## config.mk

```make
export PLATFORM = sky130hd
export DESIGN_NAME = drt_timer
export DESIGN_NICKNAME = d
export VERILOG_FILES = /design/src/drt_pkg.sv /design/src/drt_timer.sv /design/src/drt_channel.sv
export SDC_FILE = /design/constraint.sdc
export NUM_CORES = 1
export LEC_CHECK = 0
export ABC_AREA = 1
export BUFFER_PORTS_ARGS = -buffer_cell sky130_fd_sc_hd__buf_2
export CAP_MARGIN = 15
export CORE_ASPECT_RATIO = 2
export CORE_MARGIN = 8
export CORE_UTILIZATION = 25
export CTS_BUF_LIST = sky130_fd_sc_hd__clkbuf_8
export DETAILED_ROUTE_END_ITERATION = 10
export REMOVE_ABC_BUFFERS = 1
export SLEW_MARGIN = 15
export SYNTH_ARGS = -nofsm -noshare
export SYNTH_HDL_FRONTEND = slang
export SYNTH_HIERARCHICAL = 1
export SYNTH_SLANG_ARGS = --single-unit
```

## constraint.sdc

```tcl
create_clock -name clk_in -period 1.9 [get_ports clk_in]
set_input_delay 0.38 -clock clk_in [delete_from_list [all_inputs] [get_ports clk_in]]
set_output_delay 0.38 -clock clk_in [all_outputs]
set_load 0.05 [all_outputs]
```

## src/drt_pkg.sv

```systemverilog
// package for the dual reload down timer: offsets, fields, reset values, timing
// assumes an 8-bit processor i/o port with one-cycle read and write strobes
package drt_pkg;
   // -----------------------------------------------------------------
   // register offsets
   // -----------------------------------------------------------------
   localparam logic [7:0] DRT_OFF_CNT0_LO = 8'h0c;
   localparam logic [7:0] DRT_OFF_CNT0_HI = 8'h0d;
   localparam logic [7:0] DRT_OFF_RLD0_LO = 8'h0e;
   localparam logic [7:0] DRT_OFF_RLD0_HI = 8'h0f;
   localparam logic [7:0] DRT_OFF_CTRL    = 8'h10;
   localparam logic [7:0] DRT_OFF_CNT1_LO = 8'h14;
   localparam logic [7:0] DRT_OFF_CNT1_HI = 8'h15;
   localparam logic [7:0] DRT_OFF_RLD1_LO = 8'h16;
   localparam logic [7:0] DRT_OFF_RLD1_HI = 8'h17;
   // -----------------------------------------------------------------
   // control register fields
   // -----------------------------------------------------------------
   localparam int DRT_BIT_FLAG1 = 7;
   localparam int DRT_BIT_FLAG0 = 6;
   localparam int DRT_BIT_IEN1  = 5;
   localparam int DRT_BIT_IEN0  = 4;
   localparam int DRT_BIT_OC_HI = 3;
   localparam int DRT_BIT_OC_LO = 2;
   localparam int DRT_BIT_CEN1  = 1;
   localparam int DRT_BIT_CEN0  = 0;
   localparam logic [7:0]  DRT_CTRL_RESET  = 8'h00;
   localparam logic [15:0] DRT_COUNT_RESET = 16'hffff;
   localparam logic [15:0] DRT_COUNT_ZERO  = 16'h0000;
   // output control encodings
   localparam logic [1:0] DRT_OC_ADDR   = 2'h0;
   localparam logic [1:0] DRT_OC_TOGGLE = 2'h1;
   localparam logic [1:0] DRT_OC_LOW    = 2'h2;
   localparam logic [1:0] DRT_OC_HIGH   = 2'h3;
   // -----------------------------------------------------------------
   // timing: prescale of the system clock
   // -----------------------------------------------------------------
   localparam int DRT_PRESCALE = 20;
   localparam logic [4:0] DRT_PRE_LAST = 5'(DRT_PRESCALE - 1);
   // i/o access bundle
   typedef struct packed {
      logic [7:0] addr;
      logic [7:0] wdata;
      logic       rd;
      logic       wr;
   } drt_io_t;
endpackage : drt_pkg

```

## src/drt_timer.sv

```systemverilog
// dual reload down timer: i/o register port, control register, shared output pin
// assumes i/o strobes are synchronous one-cycle pulses on clk_in (20 MHz)
`timescale 1ns/10ps
`default_nettype none
module drt_timer
   import drt_pkg::*;
(
   input  wire logic       clk_in,
   input  wire logic       nrst_in,
   input  wire logic [7:0] io_addr_in,
   input  wire logic [7:0] io_wdata_in,
   input  wire logic       io_rd_in,
   input  wire logic       io_wr_in,
   input  wire logic       addr_bit_in,
   output logic      [7:0] io_rdata_out,
   output logic            irq_ch0_out,
   output logic            irq_ch1_out,
   output logic            shared_pin_out
);
   // -----------------------------------------------------------------
   // state
   // -----------------------------------------------------------------
   typedef struct packed {
      logic [4:0] pre;
      logic [7:0] ctrl;
      logic [1:0] armed;     // control register seen with flag set, per channel
      logic       timer_out_pin;
      logic [7:0] rdata;
      logic [1:0] irq;
      logic       pin;
   } drt_state_t;
   drt_state_t st_q;
   drt_state_t st_d;
   drt_io_t    io;
   logic       tick;
   logic [1:0] zero;
   // channel views: live count, reload value, held high byte
   logic [15:0] cnt0;
   logic [15:0] cnt1;
   logic [15:0] rld0;
   logic [15:0] rld1;
   logic [7:0]  held0;
   logic [7:0]  held1;
   // decoded one-cycle strobes
   logic        rd_c0l;
   logic        rd_c0h;
   logic        rd_c1l;
   logic        rd_c1h;
   logic        rd_ctl;
   logic        wr_ctl;
   // bundle the port so the decode reads one struct
   assign io = '{addr:  io_addr_in,
                 wdata: io_wdata_in,
                 rd:    io_rd_in,
                 wr:    io_wr_in};
   // shared divide by twenty, one tick for both channels
   assign tick = (st_q.pre == DRT_PRE_LAST);
   // -----------------------------------------------------------------
   // elaboration checks
   // -----------------------------------------------------------------
   // the divider is five bits wide, so the prescale must fit in it
   if (DRT_PRESCALE < 2 || DRT_PRESCALE > 32)
   begin : g_prescale_check
      $error("prescale does not fit the five-bit divider");
   end
   // -----------------------------------------------------------------
   // address decode
   // -----------------------------------------------------------------
   assign rd_c0l = io.rd && (io.addr == DRT_OFF_CNT0_LO);
   assign rd_c0h = io.rd && (io.addr == DRT_OFF_CNT0_HI);
   assign rd_c1l = io.rd && (io.addr == DRT_OFF_CNT1_LO);
   assign rd_c1h = io.rd && (io.addr == DRT_OFF_CNT1_HI);
   assign rd_ctl = io.rd && (io.addr == DRT_OFF_CTRL);
   assign wr_ctl = io.wr && (io.addr == DRT_OFF_CTRL);
   // -----------------------------------------------------------------
   // channels
   // -----------------------------------------------------------------
   // channel 0 has no output function of its own
   drt_channel u_ch0 (
      .clk_in       (clk_in),
      .nrst_in      (nrst_in),
      .tick_in      (tick),
      .enable_in    (st_q.ctrl[DRT_BIT_CEN0]),
      .wr_cnt_lo_in (io.wr && (io.addr == DRT_OFF_CNT0_LO)),
      .wr_cnt_hi_in (io.wr && (io.addr == DRT_OFF_CNT0_HI)),
      .wr_rld_lo_in (io.wr && (io.addr == DRT_OFF_RLD0_LO)),
      .wr_rld_hi_in (io.wr && (io.addr == DRT_OFF_RLD0_HI)),
      .rd_cnt_lo_in (rd_c0l),
      .wdata_in     (io.wdata),
      .count_out    (cnt0),
      .reload_out   (rld0),
      .held_hi_out  (held0),
      .zero_out     (zero[0])
   );
   // channel 1 also steers the shared pin through zero[1]
   drt_channel u_ch1 (
      .clk_in       (clk_in),
      .nrst_in      (nrst_in),
      .tick_in      (tick),
      .enable_in    (st_q.ctrl[DRT_BIT_CEN1]),
      .wr_cnt_lo_in (io.wr && (io.addr == DRT_OFF_CNT1_LO)),
      .wr_cnt_hi_in (io.wr && (io.addr == DRT_OFF_CNT1_HI)),
      .wr_rld_lo_in (io.wr && (io.addr == DRT_OFF_RLD1_LO)),
      .wr_rld_hi_in (io.wr && (io.addr == DRT_OFF_RLD1_HI)),
      .rd_cnt_lo_in (rd_c1l),
      .wdata_in     (io.wdata),
      .count_out    (cnt1),
      .reload_out   (rld1),
      .held_hi_out  (held1),
      .zero_out     (zero[1])
   );
   // -----------------------------------------------------------------
   // next state
   // -----------------------------------------------------------------
   // one combinational pass builds the whole next state
   always_comb
   begin
      st_d = st_q;
      st_d.pre = tick ? 5'h00 : st_q.pre + 5'h01;
      // ------------------------------------------------------------
      // control register and flags
      // ------------------------------------------------------------
      // software owns bits 5..0; flags stay hardware-only
      if (wr_ctl)
         st_d.ctrl[5:0] = io.wdata[5:0];
      // per-channel arming: a status read only arms channels whose flag is up
      if (rd_ctl)
         st_d.armed = st_q.armed |
                      {st_q.ctrl[DRT_BIT_FLAG1], st_q.ctrl[DRT_BIT_FLAG0]};
      // counter byte read after status read clears that channel only
      if (st_q.armed[0] && (rd_c0l || rd_c0h))
      begin
         st_d.ctrl[DRT_BIT_FLAG0] = 1'b0;
         st_d.armed[0] = 1'b0;
      end
      if (st_q.armed[1] && (rd_c1l || rd_c1h))
      begin
         st_d.ctrl[DRT_BIT_FLAG1] = 1'b0;
         st_d.armed[1] = 1'b0;
      end
      // a zero event in the clearing cycle wins over the clear
      if (zero[0]) st_d.ctrl[DRT_BIT_FLAG0] = 1'b1;
      if (zero[1]) st_d.ctrl[DRT_BIT_FLAG1] = 1'b1;
      // ------------------------------------------------------------
      // shared pin
      // ------------------------------------------------------------
      // a write that leaves bits 3..2 alone must not undo a toggle
      // output level: programmed level until first zero, then action on zero
      if (wr_ctl && (io.wdata[3:2] != st_q.ctrl[3:2]))
      begin
         if (io.wdata[3:2] == DRT_OC_HIGH) st_d.timer_out_pin = 1'b1;
         else if (io.wdata[3:2] == DRT_OC_LOW) st_d.timer_out_pin = 1'b0;
      end
      else if (zero[1])
      begin
         case (st_q.ctrl[3:2])
            DRT_OC_TOGGLE: st_d.timer_out_pin = ~st_q.timer_out_pin;
            DRT_OC_LOW:    st_d.timer_out_pin = 1'b0;
            DRT_OC_HIGH:   st_d.timer_out_pin = 1'b1;
            default:       st_d.timer_out_pin = st_q.timer_out_pin;
         endcase
      end
      // pin mux registered so the output comes from a flop
      st_d.pin = (st_d.ctrl[3:2] == DRT_OC_ADDR) ? addr_bit_in : st_d.timer_out_pin;
      // requests use the next flags so they rise with them, not a cycle late
      st_d.irq[0] = st_d.ctrl[DRT_BIT_FLAG0] && st_d.ctrl[DRT_BIT_IEN0];
      st_d.irq[1] = st_d.ctrl[DRT_BIT_FLAG1] && st_d.ctrl[DRT_BIT_IEN1];
      // ------------------------------------------------------------
      // read data
      // ------------------------------------------------------------
      // unmapped offsets answer zero; no read leaves the last value standing
      if (rd_c0l)      st_d.rdata = cnt0[7:0];
      else if (rd_c0h) st_d.rdata = held0;
      else if (rd_c1l) st_d.rdata = cnt1[7:0];
      else if (rd_c1h) st_d.rdata = held1;
      else if (rd_ctl) st_d.rdata = st_q.ctrl;
      else if (io.rd && io.addr == DRT_OFF_RLD0_LO) st_d.rdata = rld0[7:0];
      else if (io.rd && io.addr == DRT_OFF_RLD0_HI) st_d.rdata = rld0[15:8];
      else if (io.rd && io.addr == DRT_OFF_RLD1_LO) st_d.rdata = rld1[7:0];
      else if (io.rd && io.addr == DRT_OFF_RLD1_HI) st_d.rdata = rld1[15:8];
      else if (io.rd)  st_d.rdata = 8'h00;
   end
   // -----------------------------------------------------------------
   // registers
   // -----------------------------------------------------------------
   // synchronous reset; every output flop clears with the state
   always_ff @(posedge clk_in)
   begin
      if (!nrst_in)
      begin
         st_q.pre   <= 5'h00;
         st_q.ctrl  <= DRT_CTRL_RESET;
         st_q.armed <= 2'h0;
         st_q.timer_out_pin  <= 1'b0;
         st_q.rdata <= 8'h00;
         st_q.irq   <= 2'h0;
         st_q.pin   <= 1'b0; // address function after reset
      end
      else
         st_q <= st_d;
   end
   // -----------------------------------------------------------------
   // outputs, each straight from a flop
   // -----------------------------------------------------------------
   assign io_rdata_out   = st_q.rdata;
   assign irq_ch0_out    = st_q.irq[0];
   assign irq_ch1_out    = st_q.irq[1];
   assign shared_pin_out = st_q.pin;
endmodule : drt_timer
`default_nettype wire

```

## src/drt_channel.sv

```systemverilog
// one timer channel: down counter, reload value, high-byte read holding register
// assumes the top decodes the i/o port into per-channel byte strobes
`timescale 1ns/10ps
`default_nettype none
module drt_channel
   import drt_pkg::*;
(
   input  wire logic        clk_in,
   input  wire logic        nrst_in,
   input  wire logic        tick_in,
   input  wire logic        enable_in,
   input  wire logic        wr_cnt_lo_in,
   input  wire logic        wr_cnt_hi_in,
   input  wire logic        wr_rld_lo_in,
   input  wire logic        wr_rld_hi_in,
   input  wire logic        rd_cnt_lo_in,
   input  wire logic [7:0]  wdata_in,
   output logic      [15:0] count_out,
   output logic      [15:0] reload_out,
   output logic      [7:0]  held_hi_out,
   output logic             zero_out
);
   typedef struct packed {
      logic [15:0] count;
      logic [15:0] reload;
      logic [7:0]  held_hi;
   } drt_ch_state_t;
   drt_ch_state_t st_q;
   drt_ch_state_t st_d;
   logic          step;
   // the counter only steps on a prescale tick while enabled
   assign step = tick_in && enable_in;
   // -----------------------------------------------------------------
   // next state
   // -----------------------------------------------------------------
   always_comb
   begin
      st_d = st_q;
      zero_out = 1'b0;
      if (step)
      begin
         if (st_q.count == DRT_COUNT_ZERO)
            st_d.count = st_q.reload;
         else
            st_d.count = st_q.count - 16'h0001;
         zero_out = (st_q.count == 16'h0001); // decrement reaches zero
      end
      // software writes win; they are only legal with counting halted
      if (wr_cnt_lo_in) st_d.count[7:0]   = wdata_in;
      if (wr_cnt_hi_in) st_d.count[15:8]  = wdata_in;
      if (wr_rld_lo_in) st_d.reload[7:0]  = wdata_in;
      if (wr_rld_hi_in) st_d.reload[15:8] = wdata_in;
      // latch high half so a later high read is coherent
      if (rd_cnt_lo_in) st_d.held_hi = st_q.count[15:8];
   end
   // synchronous reset: counter and reload come up all ones
   always_ff @(posedge clk_in)
   begin
      if (!nrst_in)
      begin
         st_q.count   <= DRT_COUNT_RESET;
         st_q.reload  <= DRT_COUNT_RESET;
         st_q.held_hi <= DRT_COUNT_RESET[15:8];
      end
      else
         st_q <= st_d;
   end
   assign count_out   = st_q.count;
   assign reload_out  = st_q.reload;
   assign held_hi_out = st_q.held_hi;
endmodule : drt_channel
`default_nettype wire

```

==> results.json <==
{
  "grt_util_all_layers": 0.157,
  "ys_ff_latch": 107,
  "die_w_um": 132,
  "hold_violations": 0,
  "port_buffers": 31,
  "post-place-ws_ns": -0.448,
  "ys_seq_area_frac": 0.317,
  "crit_type": "reg2reg",
  "root_buffer": "clkbuf_8",
  "ys_warn_count": 6,
  "synth_common_cells": "359 x nand2_1, 149 x inv_1, 123 x nand3_1",
  "fmax_mhz": 560,
  "rows": 85,
  "final.setup.worst_slack_ns": 0.115,
  "critPathArrivalTime_ns": 2.10,
  "cts_tree": "done",
  "postPlaceCellArea_sq_um": 7780,
  "route.detailed.drc": 0,
  "syn_avg_cell_area_sq_um": 6.30,
  "drive_above_1_share": 0.185,
  "slew_headroom": 0.617,
  "cts_max_path_buffers": 2,
  "critical_path.cell_chain": "ha_4 > nand2_2 > nor3_4 > nand2_1 > inv_1 > nand2_2 > nor4_2 > buf_4 > a21oi_2 > xnor2_1 > mux2i_1 > a21oi_1",
  "fin_util": 0.301,
  "vdd_drop_max_v": 0.000281,
  "cts_inserted_buffers": 9,
  "drtIter0Drc": 482,
  "htree_num_levels": 3,
  "dr.pass1.iters": 5,
  "synth-edff-count": 0,
  "rsz0062_at_grt": "yes",
  "p_leak_nw": 4.41,
  "p_total_mw": 3.96,
  "ys_types": 33,
  "postCtsHoldBufs": 0,
  "grt_max_degree": 48,
  "antenna_found_initial": 3,
  "die_area_sq_um": 32900,
  "fin_crit_ns": 1.79,
  "place.gp.congestion": 0.966,
  "drv_slew": 0,
  "fin_crit_sh": 0.940,
  "status": "finished, final reports clean",
  "die_h_um": 249,
  "synth_top_cell_by_area": "dfxtp_1",
  "via_per_inst": 4.74,
  "finalSetupViolations": 0,
  "critPathCaptureType": "register",
  "worstHoldPathType": "in2reg",
  "powerDensity_nw_per_um2": 491,
  "synthToLayoutAreaGrowth_pct": 19.2,
  "vias": 7147,
  "crit_top_cell": "nand2_2",
  "grt_pass1_vias": 7083,
  "synthTopCellsByArea": "dfxtp_1 32%, nand2_1 20%, nand3_1 9.1%",
  "clk_pin_slew_ns": 0.10,
  "synthCells": 1073,
  "cp.required_ns": 2.21,
  "core_sq_um": 26800,
  "worst_slew_pin_slew_ns": 0.572,
  "synth.most_common_cell": "nand2_1",
  "nets": 1181,
  "ant_nets": 0,
  "grt_pass1_wl_um": 39400,
  "crit_fanout": 3,
  "grt_overflow": 0,
  "drt_wl_total_um": 25800,
  "route.detailed.wl_per_inst_um": 17.1,
  "synthesis.area_sq_um": 6760,
  "slowest_delay_ns": 0.37,
  "whs_ns": 0.227,
  "drv_cap": 0,
  "start_util": 0.252,
  "fin_skew_ns": 0.0116,
  "synth_ff_type": "dfxtp_1",
  "clk_latency_ns": 0.42,
  "ys_async_sr_fraction": 0,
  "cp-start-kind": "register",
  "dp_hpwl_um": 20600,
  "cts_sinks": 107,
  "synthDominantCellAreaShare": 0.317,
  "cp_slowest_cell": "dfxtp_2",
  "fin_area_sq_um": 8060,
  "ios": 32
}
[cells in the final DEF (no fill, tap or decap), types with 2 or more instances in the layout]
cell type   synthesis  routed
a21oi_1             8       6
a21oi_2             0       2
buf_12              0       6
buf_2               4      31
buf_4               9      75
clkbuf_8            0      10
clkinvlp_4          0       3
dfxtp_1           107     105
dfxtp_2             0       2
ha_1                7       6
inv_1             149     148
inv_2               8       9
inv_6               0       2
mux2i_1             3       3
nand2_1           359     355
nand2_2             6      10
nand2_4             3       3
nand3_1           123     123
nand3_2            17      17
nand3b_1            6       6
nand4_1            38      38
nor2_1             92      88
nor2_2             16      20
nor2_4              9       9
nor2_8              4       4
nor3_1              7       6
nor4_1              6       2
nor4_2              0       3
o211ai_1           34      34
o21ai_0            11      11
o21ai_1             4       4
or2_2               3       3
xnor2_1             4       4
xor2_1              4       4
[cell families after synthesis]
family,share of synthesized area
and+or+nand+nor,0.476
buffers and inverters,0.124
DFF,0.317
AOI/OAI and AO/OA,0.0548
xor gates and xnor gates,0.0104
adders and majority gates,0.0129
muxes,0.00444
[power breakdown]
| part | internal, mW | total (mW) | leakage [nW] | switching (mW) |
|---|---|---|---|---|
| combinational | 0.0891 | 0.289 | 3.46 | 0.199 |
| sequential | 2.26 | 2.27 | 0.867 | 0.0125 |
| clock | 0.523 | 1.40 | 0.0855 | 0.881 |
[what timing repair did]
action,in CTS,in global routing
resized for setup,12,9
buffers inserted,1,1
setup endpoints to repair,24,26
pin swaps,6,4
[registers in the layout, indices dropped and copies added, names as in the netlist, 8 cells and up]
name               cells
st_q                  16
u_ch0/count_out       16
u_ch0/reload_out      16
u_ch1/count_out       16
u_ch1/reload_out      16
io_rdata_out           8
u_ch0/held_hi_out      8
u_ch1/held_hi_out      8
[worst max-delay path, delay by kind of cell (launching register included)]
kind | cells | cell delay [ns]
multiplexers | 1 | 0.18
adder cells (fa/ha/maj) | 1 | 0.15
AO/OA/AOI/OAI | 2 | 0.15
flip-flops | 1 | 0.37
XOR/XNOR | 1 | 0.13
buffers and inverters | 2 | 0.26
AND/OR/NAND/NOR | 5 | 0.44
[metrics by stage]
| step | std cells | TNS, ns |
|---|---|---|
| after floorplan | 1030 | -4.67 |
| after global placement | 1488 | -7.43 |
| after detailed placement | 1488 | -8.21 |
| after CTS | 1505 | 0 |
| after global routing | 1507 | -0.0470 |
| final | 1507 | 0 |
[area by class of cell]
type                    instances  area [sq um]
clock inverters                 6          48.8
well taps                     348           435
inverters                     157           589
clock buffers                  10           138
multi-input cells             766          3860
fillers                      2996         18700
flip-flops and latches        107          2140
diodes                          1          2.50
repair buffers                112           838
[worst paths after layout]
path	startpoint	end	slack [ns]	cells after the start
hold / removal	addr_bit_in	shared_pin_out$_SDFF_PN0_	0.23	3
setup / recovery	st_q[23]$_SDFF_PP0_	shared_pin_out$_SDFF_PN0_	0.11	12
hold reg to reg	st_q[12]$_SDFFE_PP0P_	st_q[12]$_SDFFE_PP0P_	0.45	2
setup reg to reg	st_q[23]$_SDFF_PP0_	shared_pin_out$_SDFF_PN0_	0.11	12
[metal layers]
metal | up-vias | track usage | routed length [um]
li1 | 3560 | - | -
met3 | 114 | 0.0301 | 938
met4 | 4 | 0.160 | 2650
met2 | 229 | 0.305 | 14300
met1 | 3240 | 0.123 | 7900
met5 | - | 0 | 23
Note: power is estimated with default switching activity, not from simulation.
